==> src/tfsc_pkg.sv <==
// Package: field layout, reset values and timing constants of the trace filter/sync control register
package tfsc_pkg;
  localparam int REG_W = 32;
  localparam int SPX_HI = 31;
  localparam int SPX_LO = 30;
  localparam int CSV_BIT = 29;
  localparam int CSN_HI = 28;
  localparam int CSN_LO = 21;
  localparam int TSV_BIT = 20;
  localparam int TSN_HI = 19;
  localparam int TSN_LO = 12;
  localparam int LOW_HI = 11;
  localparam int SPC_HI = 2;
  localparam int SPC_LO = 0;
  localparam int CODE_W = 5;
  localparam int PERIOD_OFFSET = 5;
  localparam logic [4:0] CODE_MAX = 5'h1A;
  localparam logic [7:0] EXT_REV_MIN = 8'h06;
  localparam logic [1:0] SPX_RESET = 2'h0;
  localparam logic [7:0] SEL_RESET = 8'h00;
  localparam logic [4:0] REG_NUM = 5'h17;
  localparam logic [2:0] REG_SEL = 3'h2;
  localparam logic [2:0] PERIOD_CODE_LO_RESET = 3'h0;
  localparam logic [31:0] PERIOD_ONE = 32'h0000_0001;
  localparam logic [31:0] PERIOD_SAT = 32'h8000_0000;
endpackage : tfsc_pkg

==> src/tfsc_period.sv <==
// Decoder from five-bit sync period code to period length in cycles
`timescale 1ns/1ps
`default_nettype none
module tfsc_period (
  // Code in
  input wire logic [4:0] code,
  // Decoded period
  output logic [31:0] period,
  output logic code_bad
);
  logic [5:0] expo;
  always_comb begin
    expo = 6'(code) + 6'(tfsc_pkg::PERIOD_OFFSET);
    code_bad = code > tfsc_pkg::CODE_MAX;
    // Saturate at 2^31: codes above the top value are unpredictable anyway
    if (code_bad) begin
      period = tfsc_pkg::PERIOD_SAT;
    end else begin
      period = tfsc_pkg::PERIOD_ONE << expo;
    end
  end
endmodule : tfsc_period
`default_nettype wire

==> src/tfsc_reg.sv <==
// Trace filter and sync control register: upper fields, filters and sync period
`timescale 1ns/1ps
`default_nettype none
// Summary of operation
// - Extension bits are code's upper two bits
// - Sync period is two to code plus five
// - Extension resets zero, writable from revision six
// - Core-select valid limits tracing to one core
// - Thread filter overrides core filter when multithreaded
// - Core number names element or core
// - Core select reads zero without support
// - Thread-select valid limits tracing to one thread
// - Only needed low thread-number bits are used
// - Thread select reads zero without multithreading
// - Read-only fields come from control block
module tfsc_reg #(
  parameter bit HAS_MT = 1'b1,
  parameter bit HAS_MULTICORE = 1'b0,
  parameter int TC_BITS = 3,
  parameter logic [7:0] TRACE_REV = 8'h06
) (
  // Clock and reset
  input wire logic REF_CLK,
  input wire logic RST_N,
  // Coprocessor register access
  input wire logic [4:0] REG_ADDR,
  input wire logic [2:0] REG_SELECT,
  input wire logic REG_WR,
  input wire logic [31:0] REG_WDATA,
  output logic [31:0] REG_RDATA,
  // Read-only low bits supplied by the control block
  input wire logic [11:0] CTRL_BLOCK_LOW,
  // Current executing element, core and thread context
  input wire logic [7:0] CUR_CORE_NUM,
  input wire logic [7:0] CUR_THREAD_NUM,
  // Filter result and sync period
  output logic TRACE_SELECT_OK,
  output logic [31:0] SYNC_PERIOD,
  output logic SYNC_CODE_BAD
);
  localparam bit CORE_IMPL = HAS_MT | HAS_MULTICORE;
  localparam bit EXT_IMPL = TRACE_REV >= tfsc_pkg::EXT_REV_MIN;

  typedef struct packed {
    logic [1:0] spx;
    logic csv;
    logic [7:0] csn;
    logic tsv;
    logic [7:0] tsn;
    logic [11:0] low;
    logic [31:0] rdata;
    logic sel_ok;
  } tfsc_state_t;

  tfsc_state_t s_q;
  tfsc_state_t s_d;
  logic hit;
  logic [4:0] code;
  logic [7:0] tc_mask;
  logic core_match;
  logic thread_match;

  assign hit = REG_WR && REG_ADDR == tfsc_pkg::REG_NUM && REG_SELECT == tfsc_pkg::REG_SEL;
  assign code = {s_q.spx, s_q.low[tfsc_pkg::SPC_HI:tfsc_pkg::SPC_LO]};
  assign tc_mask = 8'((9'h001 << TC_BITS) - 9'h001);

  always_comb begin
    s_d = s_q;
    // Low bits are mirrored from the control block every cycle
    s_d.low = CTRL_BLOCK_LOW;
    if (hit) begin
      if (EXT_IMPL) begin
        s_d.spx = REG_WDATA[tfsc_pkg::SPX_HI:tfsc_pkg::SPX_LO];
      end
      if (CORE_IMPL) begin
        s_d.csv = REG_WDATA[tfsc_pkg::CSV_BIT];
        s_d.csn = REG_WDATA[tfsc_pkg::CSN_HI:tfsc_pkg::CSN_LO];
      end
      if (HAS_MT) begin
        s_d.tsv = REG_WDATA[tfsc_pkg::TSV_BIT];
        s_d.tsn = REG_WDATA[tfsc_pkg::TSN_HI:tfsc_pkg::TSN_LO];
      end
    end
    // Unimplemented fields stay zero whatever is written
    if (!EXT_IMPL) s_d.spx = tfsc_pkg::SPX_RESET;
    if (!CORE_IMPL) begin
      s_d.csv = 1'b0;
      s_d.csn = tfsc_pkg::SEL_RESET;
    end
    if (!HAS_MT) begin
      s_d.tsv = 1'b0;
      s_d.tsn = tfsc_pkg::SEL_RESET;
    end
    s_d.rdata = {s_d.spx, s_d.csv, s_d.csn, s_d.tsv, s_d.tsn, s_d.low};
    core_match = CUR_CORE_NUM == s_d.csn;
    thread_match = (CUR_THREAD_NUM & tc_mask) == (s_d.tsn & tc_mask);
    if (HAS_MT && s_d.tsv) begin
      s_d.sel_ok = thread_match;
    end else if (s_d.csv) begin
      s_d.sel_ok = core_match;
    end else begin
      s_d.sel_ok = 1'b1;
    end
  end

  // Select fields have no architected reset when implemented; zero is a safe choice
  always_ff @(posedge REF_CLK or negedge RST_N) begin
    if (!RST_N) begin
      s_q <= '0;
      s_q.sel_ok <= 1'b1;
    end else begin
      s_q <= s_d;
    end
  end

  assign REG_RDATA = s_q.rdata;
  assign TRACE_SELECT_OK = s_q.sel_ok;

  tfsc_period u_period (
    .code(code),
    .period(SYNC_PERIOD),
    .code_bad(SYNC_CODE_BAD)
  );
endmodule : tfsc_reg
`default_nettype wire

==> config.mk <==
export PLATFORM = sky130hd
export DESIGN_NAME = tfsc_reg
export DESIGN_NICKNAME = d
export VERILOG_FILES = /design/src/tfsc_pkg.sv /design/src/tfsc_period.sv /design/src/tfsc_reg.sv
export SDC_FILE = /design/constraint.sdc
export NUM_CORES = 1
export LEC_CHECK = 0
export BUFFER_PORTS_ARGS = -buffer_cell sky130_fd_sc_hd__clkbuf_2
export CORE_ASPECT_RATIO = 1.4
export CORE_MARGIN = 5
export CORE_UTILIZATION = 35
export CTS_CLUSTER_DIAMETER = 150
export DETAILED_ROUTE_END_ITERATION = 6
export HOLD_SLACK_MARGIN = 0.1
export PLACE_DENSITY = 0.76
export SLEW_MARGIN = 20
export SYNTH_ARGS = -nofsm -noshare
export SYNTH_HDL_FRONTEND = slang
export SYNTH_SLANG_ARGS = --single-unit
export TNS_END_PERCENT = 30
==> constraint.sdc <==
create_clock -name REF_CLK -period 1.4 [get_ports REF_CLK]
set_input_delay 0.28 -clock REF_CLK [delete_from_list [all_inputs] [get_ports REF_CLK]]
set_output_delay 0.28 -clock REF_CLK [all_outputs]
set_load 0.03 [all_outputs]
After elaboration in Yosys (flattened, before gate mapping)
Cells that the tools add are included.
{ "totals": {"ff_bits": 56, "output_inout_bits": 66, "word_cells": 21} }
{ "op_classes": {"n_addsub": 1, "magnitude_cmp": 1, "n_eq_ne": 4, "n_shift": 1, "mux": 4, "n_reduce_logical": 2} }
{ "op_table": {"columns": ["operator", "n"], "rows": [
  ["two-way mux 32 bit", 1],
  ["left shift 1 x 6 -> 32 bit, first input constant", 1],
  ["two-way mux 20 bit", 1],
  ["equality test 8 bit", 1],
  ["adder 5 x 3 -> 6 bit, second input constant", 1],
  ["equality test 5 bit, second input constant", 1],
  ["greater-than comparator 5 bit, second input constant", 1],
  ["equality test 3 x 2 -> 1 bit, second input constant", 1],
  ["equality test 3 bit", 1],
  ["logical AND 1 bit", 2],
  ["two-way mux 1 bit", 2]
]} }

Longest topological paths before layout
Gate-level depths: netlist of run 1.
{ "logic_depth": {"ltp_word": 7, "depth_mapped": 6, "depth_no_buf": 5} }

Cells and area by module
From an unflattened synthesis of run 1, not the netlist that was laid out.
{ "unflattened": {"cells_unflattened": 160, "hier_area_um2": 1761.7} }
{ "modules_own_cells": {"columns": ["module", "instances", "cells_per_inst", "area_per_inst_um2", "seq_area_each_um2"], "rows": [
  ["tfsc_reg", 1, 111, 1502.7, 827.0],
  ["tfsc_period", 1, 49, 259.0, 0.0]
]} }

Worst setup path before layout of run 1
No wires, ideal clock.
{ "synth_timing": {"path_kind": "flip-flop to output port", "start": "register, netlist name REG_RDATA[2]", "end": "output port SYNC_PERIOD[29]", "arrival_time_ns": 1.677, "required_time_ns": 1.120, "setup_slack_ns": -0.557, "stages_incl_launch_ff": 4, "cell_sequence": "dfrtp_1 > or2_2 > clkbuf_1 > nor3_1"} }
{ "synth_rtl": {"columns": ["element", "line", "rtl"], "rows": [
  ["end: declaration", "tfsc_reg.sv:38", "output logic [31:0] SYNC_PERIOD,"]
]} }

==> impl_metrics.env, run 1 <==
export IMPL_fp_dieH_um=92.14
export IMPL_cp_cell_sequence="buf_4 -> nand3_1 -> nor2_1 -> clkbuf_2"
export IMPL_diodes=0
export IMPL_fin_skew_ns=0.005533
export IMPL_critPathSlowestCell="dfrtp_2"
export IMPL_p_total_mw=2.616
export IMPL_crit_path_max_incr_delay_ns=0.39
export IMPL_drc=0
export IMPL_syn_to_final_growth_pct=92.95
export IMPL_grtUsageTotal_pct=19.38
export IMPL_ys_seq_area_share_pct=49.04
export IMPL_wirelength_um=6454
export IMPL_finalCoreUtilization_pct=68.27
export IMPL_drive_gt1_share_pct=64.53
export IMPL_end_kind="output port"
export IMPL_crit_required_ns=1.12
export IMPL_avgRoutedWirePerCell_um=16.51
export IMPL_rsz0062_at_grt="yes"
export IMPL_fp_dieW_um=68.67
export IMPL_setup_viol=30
export IMPL_cts_tree="yes"
export IMPL_worstPathArrival_ns=1.46
export IMPL_synth_cell_types=41
export IMPL_path_buf_inv=2
export IMPL_start_util_pct=35.38
export IMPL_avgSynthCellArea_um2=10.61
export IMPL_netlist_top_cells_area="dfrtp_1 (47%), mux2_1 (8.0%), nor2_1 (6.2%), buf_4 (3.1%), inv_1 (2.2%)"
export IMPL_grt_pass1_vias=1999
export IMPL_drt_iter0_markers=64
export IMPL_clock_root_buffer="clkbuf_8"
export IMPL_nets=397
export IMPL_fin_crit_sh_pct=124.4
export IMPL_cts_buffers=5
export IMPL_viasPerCell=4.913
export IMPL_pwr_density_cell_nw_per_um2=803.7
export IMPL_clockBufferDepth=2
export IMPL_grt_max_degree=23
export IMPL_synth_edff_count=0
export IMPL_syn_area_um2=1687
export IMPL_multiInputGateArea_um2=985.9
export IMPL_maxCapViolCount=0
export IMPL_cts_clk_slew_worst_paths_ns=0.07
export IMPL_rows=30
export IMPL_drv_slew=0
export IMPL_p_comb_share_pct=25.6
export IMPL_yosys_area_top_type_share_pct=47.48
export IMPL_synthCells=159
export IMPL_crit_family="simple AND/OR/NAND/NOR gates"
export IMPL_register_area_um2=833.3
export IMPL_violations="negative setup slack"
export IMPL_p_sw_share_pct=30.46
export IMPL_p_seq_share_pct=39.7
export IMPL_antenna_found_initial=0
export IMPL_vias=1921
export IMPL_power_switching_mw=0.7967
export IMPL_overflow=0
export IMPL_yosys_area_top_type="dfrtp_1"
export IMPL_ios=137
export IMPL_port_buffers=114
export IMPL_fin_tns_setup_ns=-7.889
export IMPL_htree_levels=2
export IMPL_synth_common_cells="dfrtp_1 (32), nor2_1 (28), mux2_1 (12)"
export IMPL_period_needed_ns=1.741
export IMPL_clock_fmax_mhz=574.3
export IMPL_worstMarginPinSlew_ns=0.5756
export IMPL_ant_nets=0
export IMPL_outcome="complete, but fails checks"
export IMPL_hold_violations=0
export IMPL_power_leakage_nw=1.691
export IMPL_fillCellCount=385
export IMPL_synth_seq_cells=33
export IMPL_hpwl_um=4620
export IMPL_hold_path_class="in2reg"
export IMPL_post_place_ws_ns=-0.5202
export IMPL_yosysMostFrequentCell="dfrtp_1"
export IMPL_slew_headroom_pct=61.63
export IMPL_numClockSinks=33
export IMPL_clockPowerShare_pct=34.8
export IMPL_async_flop_share_pct=100.0
export IMPL_die_area_um2=6327
export IMPL_cp_start_kind="flop"
export IMPL_gp_congestion=0.8428
export IMPL_p_int_mw=1.819
export IMPL_core_area_um2=4767
export IMPL_worst_slack_ns=-0.3411
export IMPL_path_max_fanout=4
export IMPL_insertion_delay_ns=0.28
export IMPL_crit_type="reg2out"
export IMPL_drtPass1Iterations=4
export IMPL_irDropWorstVdd_v=0.0008103
export IMPL_yosysWarnings=0
export IMPL_grt_pass1_wl_um=9252
export IMPL_synth_ff_type="dfrtp_1"
-- per-layer routing --
metal,share of wire (%),GRT usage [%],vias up
met5,0,0,-
met4,2.3,4.975,0
met3,8.4,5.147,12
met2,57,37.61,99
met1,33,18.96,926
li1,-,-,884
-- metrics by stage --
| step | std cells | instance area, um2 | hold WS [ns] |
|---|---|---|---|
| after global placement | 371 | 2738 | 0.3059 |
| after CTS | 391 | 3154 | 0.1022 |
| after global routing | 391 | 3254 | 0.1004 |
| after floorplan | 163 | 1843 | -0.01559 |
| final | 391 | 3254 | 0.1071 |
| after detailed placement | 371 | 2738 | 0.3124 |
-- layout by cell type (no fill, tap or decap), drive strengths merged, types with 2 or more instances in the layout --
master / n
dlygate4sd3: 11
nand3: 2
or3: 2
conb: 5
nand2: 8
mux2: 16
a22o: 2
xnor2: 4
o41ai: 2
nor3: 3
buf: 62
o211a: 2
inv: 10
o21ai: 4
nand4: 5
clkbuf: 96
xor2: 2
nand2b: 4
nor2: 28
a21oi: 4
o2111ai: 2
o22ai: 2
dfrtp: 32
o31ai: 3
-- cell type report --
type | instances | share of cell area [%]
inverter | 10 | 1.153
clock buffer | 5 | 2.115
multi-input combinational | 112 | 30.30
timing repair buffer | 164 | 36.95
tap | 64 | 2.461
sequential | 33 | 25.61
clock inverter | 3 | 1.423
-- final timing paths --
kind | start | endpoint | slack [ns] | cells after the start
setup / recovery | REG_RDATA[0] | SYNC_PERIOD[18] | -0.34 | 4
hold / removal | CTRL_BLOCK_LOW[7] | REG_RDATA[7] | 0.11 | 1
setup reg to reg | REG_RDATA[25] | TRACE_SELECT_OK | -0.14 | 4
hold reg to reg | REG_RDATA[17] | REG_RDATA[17] | 0.49 | 1
max in group asynchronous | RST_N | REG_RDATA[7] | 0.35 | 3
min in group asynchronous | RST_N | REG_RDATA[14] | 0.52 | 2
-- power by group through the flow --
| stage | Sequential [mW] | Clock, mW | Combinational (mW) |
|---|---|---|---|
| after floorplan | 1.16 | 0 | 0.209 |
| after global placement | 1.05 | 0 | 0.574 |
| after detailed placement | 1.05 | 0 | 0.585 |
| after CTS | 1.04 | 0.930 | 0.635 |
| after global routing | 1.04 | 0.978 | 0.712 |
| final | 1.04 | 0.910 | 0.668 |
-- worst reg2reg max path: stages, from the launching register on --
cell and delay, ns:
dfrtp_1 0.41, a22o_1 0.22, nor4_2 0.30, o221ai_2 0.15, o41ai_2 0.37
-- repair_timing --
item / CTS / global route
pin swaps: 5 / 4
setup buffers: 1 / 0
gates resized for setup: 46 / 47
setup endpoints to repair: 29 / 30
hold buffers: 11 / 0
endpoints found under the hold margin: 29 / 0
-- logic make-up after synthesis --
kind of cell / count (synthesis) / share of synthesized area, %
multiplexers: 17 / 11.50
other: 1 / 0.2223
flip-flops: 33 / 49.04
AND/OR/NAND/NOR: 60 / 19.29
buffers and inverters: 18 / 5.564
XOR/XNOR: 6 / 3.116
AO/OA/AOI/OAI: 24 / 11.28
-- registers in the layout, summed over array words and instances (netlist names) --
name / count
REG_RDATA: 32
TRACE_SELECT_OK: 1
(Power assumes the default switching activity.)
==> run 2, diff against run 1 <==
--- a/config.mk
+++ b/config.mk
@@ -13,6 +13,7 @@
 export DETAILED_ROUTE_END_ITERATION = 6
 export HOLD_SLACK_MARGIN = 0.1
 export PLACE_DENSITY = 0.76
+export SETUP_SLACK_MARGIN = 0.3
 export SLEW_MARGIN = 20
 export SYNTH_ARGS = -nofsm -noshare
 export SYNTH_HDL_FRONTEND = slang
==> impl_metrics.env, run 2 (synthesized netlist as in run 1, its figures left out) <==
export IMPL_outcome="complete, but fails checks"
export IMPL_violations="negative setup slack"
export IMPL_drive_gt1_share_pct=64.53
export IMPL_rsz0062_at_grt="yes"
export IMPL_grt_pass1_wl_um=9936
export IMPL_final_cell_area_um2=3540
export IMPL_antenna_found_initial=0
export IMPL_hold_violations=0
export IMPL_clock_root_buffer="clkbuf_8"
export IMPL_period_needed_ns=1.774
export IMPL_avgRoutedWirePerCell_um=17.05
export IMPL_worst_slack_ns=-0.3742
export IMPL_overflow=0
export IMPL_viasPerCell=4.898
export IMPL_cts_clk_slew_worst_paths_ns=0.07
export IMPL_gp_congestion=0.8019
export IMPL_cts_tree="yes"
export IMPL_die_area_um2=6327
export IMPL_irDropWorstVdd_v=0.0005763
export IMPL_reg2reg_slack_ns=-0.11
export IMPL_rows=30
export IMPL_drc=0
export IMPL_fin_tns_setup_ns=-7.937
export IMPL_numClockSinks=33
export IMPL_fin_crit_sh_pct=126.7
export IMPL_drv_slew=0
export IMPL_worstPathArrival_ns=1.49
export IMPL_grt_pass1_vias=2093
export IMPL_insertion_delay_ns=0.29
export IMPL_nets=397
export IMPL_fin_skew_ns=0.001280
export IMPL_min_path_cells=2
export IMPL_crit_required_ns=1.12
export IMPL_fillCellCount=339
export IMPL_ios=137
export IMPL_fp_dieW_um=68.67
export IMPL_start_util_pct=35.38
export IMPL_r2r_end="TRACE_SELECT_OK"
export IMPL_cts_setup_buffers=0
export IMPL_hold_path_class="in2reg"
export IMPL_grtUsageTotal_pct=21.38
export IMPL_largest_reg_flops=32
export IMPL_vias=1915
export IMPL_ant_nets=0
export IMPL_cts_buffers=5
export IMPL_drtPass1Iterations=4
export IMPL_hp_start="REG_WDATA[17]"
export IMPL_drt_iter0_markers=45
export IMPL_pwr_density_cell_nw_per_um2=769.9
export IMPL_core_area_um2=4767
export IMPL_critPathSlowestCell="dfrtp_2"
export IMPL_wirelength_um=6666
export IMPL_clock_fmax_mhz=563.6
export IMPL_syn_to_final_growth_pct=109.9
export IMPL_clockBufferDepth=2
export IMPL_cp_cell_sequence="or3_4 -> nor2_2 -> clkbuf_8"
export IMPL_end_kind="output port"
export IMPL_crit_path_max_incr_delay_ns=0.45
export IMPL_maxCapViolCount=0
export IMPL_fp_dieH_um=92.14
export IMPL_placed_area_um2=2715
export IMPL_rr_worst_depth=4
export IMPL_whs_endpoint="REG_RDATA[17]"
export IMPL_grt_max_degree=20
export IMPL_hpwl_um=4564
export IMPL_cp_start_kind="flop"
export IMPL_path_max_fanout=6
export IMPL_port_buffers=114
export IMPL_power_leakage_nw=1.769
export IMPL_diodes=0
export IMPL_layout_commonest_cell="clkbuf_2"
export IMPL_htree_levels=2
export IMPL_final_cell_mix="clkbuf_2 (56), buf_8 (34), buf_4 (29)"
export IMPL_crit_type="reg2out"
export IMPL_setup_viol=29
export IMPL_timing_rr_start="REG_RDATA[25]"
run 2: how the worst max path moves through the flow:
stage | startpoint | to | slack (ns) | depth (start not counted)
floorplan | REG_SELECT[2] | TRACE_SELECT_OK | -0.33 | 6
global placement | REG_SELECT[2] | TRACE_SELECT_OK | -0.47 | 7
detailed placement | REG_SELECT[2] | TRACE_SELECT_OK | -0.51 | 7
CTS | REG_RDATA[30] | SYNC_PERIOD[27] | -0.32 | 3
global route | REG_RDATA[30] | SYNC_PERIOD[27] | -0.40 | 3
finish | REG_RDATA[30] | SYNC_PERIOD[27] | -0.37 | 3
run 2: per-stage QoR:
step	std cells	setup WS [ns]	power, mW	hold WS, ns	utilization (%)
after floorplan	163	-0.3318	1.371	-0.01559	-
after global placement	369	-0.4683	1.615	0.2343	56.96
after detailed placement	369	-0.5108	1.626	0.2417	56.96
after CTS	391	-0.3198	2.705	0.1930	72.49
after global routing	391	-0.4026	2.861	0.2002	74.25
final	391	-0.3742	2.725	0.2039	74.25
run 2: worst max-delay path, delay by kind of cell, from the launching register on:
family        cells  cell delay [ns]
simple gates      2             0.58
buf+inv           1             0.17
flops             1             0.45
run 2: cell type report:
| class | instances | area (um2) | share of cell area [%] |
|---|---|---|---|
| Clock buffer | 5 | 68.82 | 1.944 |
| Clock inverter | 3 | 46.29 | 1.308 |
| Inverter | 10 | 37.54 | 1.060 |
| Multi-Input combinational cell | 113 | 996.0 | 28.14 |
| Sequential cell | 33 | 833.3 | 23.54 |
| Tap cell | 64 | 80.08 | 2.262 |
| Timing Repair Buffer | 163 | 1478 | 41.75 |
run 2: per-layer routing:
metal | wire length (um) | vias up | share of wire [%] | track usage, %
met4 | 206 | 0 | 3.1 | 9.619
met2 | 3925 | 93 | 59 | 40.80
li1 | - | 886 | - | -
met1 | 2053 | 916 | 31 | 19.50
met3 | 480 | 20 | 7.2 | 5.882
met5 | 0 | - | 0 | 0
run 2: power by group:
part           internal (mW)  leakage [nW]  switching, mW
Sequential              1.01         0.411         0.0496
Clock                  0.533        0.0543          0.384
Combinational          0.371          1.30          0.381
Total                   1.91          1.77          0.815
run 2: what timing repair did:
item / 4_1_cts / 5_1_grt
gates cloned: 1 / 0
gates resized for setup: 123 / 51
endpoints found under the setup margin: 77 / 77
pin swaps: 6 / 0
hold buffers: 13 / 0
hold endpoints to repair: 26 / 0
==> run 3, diff against run 2 <==
--- a/config.mk
+++ b/config.mk
@@ -18,4 +18,4 @@
 export SYNTH_ARGS = -nofsm -noshare
 export SYNTH_HDL_FRONTEND = slang
 export SYNTH_SLANG_ARGS = --single-unit
-export TNS_END_PERCENT = 30
+export TNS_END_PERCENT = 100
==> impl_metrics.env, run 3 (synthesized netlist as in run 1, its figures left out) <==
export IMPL_fin_skew_ns=0.007788
export IMPL_clock_root_buffer="clkbuf_8"
export IMPL_fp_dieW_um=68.67
export IMPL_drive_gt1_share_pct=74.44
export IMPL_hpwl_um=4845
export IMPL_grt_pass1_wl_um=11830
export IMPL_post_place_ws_ns=-0.5242
export IMPL_cts_clk_slew_worst_paths_ns=0.08
export IMPL_rsz0062_at_grt="yes"
export IMPL_top_usage_layer="met2"
export IMPL_wirelength_um=9028
export IMPL_overflow=0
export IMPL_maxCapViolCount=0
export IMPL_crit_type="reg2out"
export IMPL_end_kind="output port"
export IMPL_multiInputGateArea_um2=1216
export IMPL_fin_tns_setup_ns=-9.288
export IMPL_gp_congestion=0.9294
export IMPL_hold_path_class="in2reg"
export IMPL_final_cell_mix="buf_8 (53), clkbuf_2 (52), buf_4 (33)"
export IMPL_fp_dieH_um=92.14
export IMPL_irDropWorstVdd_v=0.0006278
export IMPL_grt_max_degree=14
export IMPL_hold_violations=0
export IMPL_clockBufferDepth=2
export IMPL_timing_rr_start="REG_RDATA[25]"
export IMPL_cp_start_kind="flop"
export IMPL_worst_slack_ns=-0.4216
export IMPL_vias=2163
export IMPL_use_met3_pct=6.618
export IMPL_antenna_found_initial=0
export IMPL_htree_levels=2
export IMPL_hp_start="REG_WDATA[18]"
export IMPL_met1_usage_pct=25.10
export IMPL_nets=426
export IMPL_drv_slew=0
export IMPL_pwr_density_cell_nw_per_um2=696.4
export IMPL_cts_tree="yes"
export IMPL_grtUsageTotal_pct=25.58
export IMPL_path_max_fanout=4
export IMPL_port_buffers=114
export IMPL_fin_crit_sh_pct=130.1
export IMPL_avgRoutedWirePerCell_um=21.50
export IMPL_numClockSinks=33
export IMPL_register_area_um2=834.6
export IMPL_startpoint="REG_RDATA[0]"
export IMPL_grt_pass1_vias=2265
export IMPL_viasPerCell=5.150
export IMPL_largest_reg_flops=32
export IMPL_crit_required_ns=1.12
export IMPL_insertion_delay_ns=0.29
export IMPL_worstPathArrival_ns=1.54
export IMPL_fillCellCount=197
export IMPL_violations="negative setup slack"
export IMPL_die_area_um2=6327
export IMPL_clock_fmax_mhz=549.0
export IMPL_critPathSlowestCell="dfrtp_2"
export IMPL_start_util_pct=35.38
export IMPL_p_total_mw=2.938
export IMPL_cp_cell_sequence="inv_4 -> or3_4 -> nor2_4 -> buf_8"
export IMPL_outcome="complete, but fails checks"
export IMPL_placed_area_um2=2944
export IMPL_layout_commonest_cell="buf_8"
export IMPL_drtPass1Iterations=4
export IMPL_hold_slack_ns=0.2285
export IMPL_diodes=0
export IMPL_core_area_um2=4767
export IMPL_rows=30
export IMPL_period_needed_ns=1.822
export IMPL_syn_to_final_growth_pct=150.1
export IMPL_drc=0
export IMPL_drt_iter0_markers=93
export IMPL_crit_path_max_incr_delay_ns=0.45
export IMPL_setup_viol=37
export IMPL_cts_buffers=5
export IMPL_ios=137
export IMPL_final_cell_area_um2=4219
export IMPL_use_met2_pct=47.73
export IMPL_ant_nets=0
export IMPL_power_leakage_nw=2.000
[run 3: layer usage]
metal  vias up  share of wire (%)  wire (um)
li1        941                  -          -
met1      1053                 31       2837
met2       132                 56       5011
met3        37                7.9        713
met4         0                5.2        465
met5         -                  0          0
[run 3: critical path: cells and delay by family, from the launching register on]
| kind | cells | cell delay (ns) |
|---|---|---|
| and+or+nand+nor | 2 | 0.60 |
| DFF | 1 | 0.45 |
| buffers and inverters | 2 | 0.20 |
[run 3: per-stage QoR]
stage / utilization, % / cells
6_report: 88.50 / 420
5_1_grt: 88.50 / 420
4_1_cts: 83.25 / 405
3_5_place_dp: 61.76 / 373
3_3_place_gp: 61.76 / 373
2_1_floorplan: - / 163
[run 3: worst paths after layout]
path / endpoint / slack, ns / depth (start not counted)
setup / recovery: SYNC_PERIOD[26] / -0.42 / 4
min in group asynchronous: REG_RDATA[23] / 0.40 / 2
hold reg to reg: REG_RDATA[18] / 0.56 / 1
max in group asynchronous: REG_RDATA[1] / 0.52 / 3
hold / removal: REG_RDATA[18] / 0.23 / 2
setup reg to reg: TRACE_SELECT_OK / -0.15 / 4
[run 3: timing repair]
item,4_1_cts,5_1_grt
hold endpoints to repair,19,1
setup endpoints to repair,78,80
hold buffers,12,1
resized for setup,163,70
gates cloned,1,0
pin swaps,16,10
buffers inserted,11,14
[run 3: power breakdown]
| part | leakage (nW) | switching (mW) | internal (mW) |
|---|---|---|---|
| logic | 1.54 | 0.478 | 0.460 |
| clock network | 0.0543 | 0.406 | 0.533 |
| registers | 0.409 | 0.0552 | 1.01 |
| total | 2.00 | 0.939 | 2.00 |
[run 3: cell type report]
cell class | instances | share of cell area, %
tap | 64 | 1.898
inverter | 10 | 1.008
clock inverter | 3 | 1.097
sequential | 33 | 19.78
clock buffer | 5 | 1.631
timing repair buffer | 192 | 45.76
multi-input combinational | 113 | 28.83
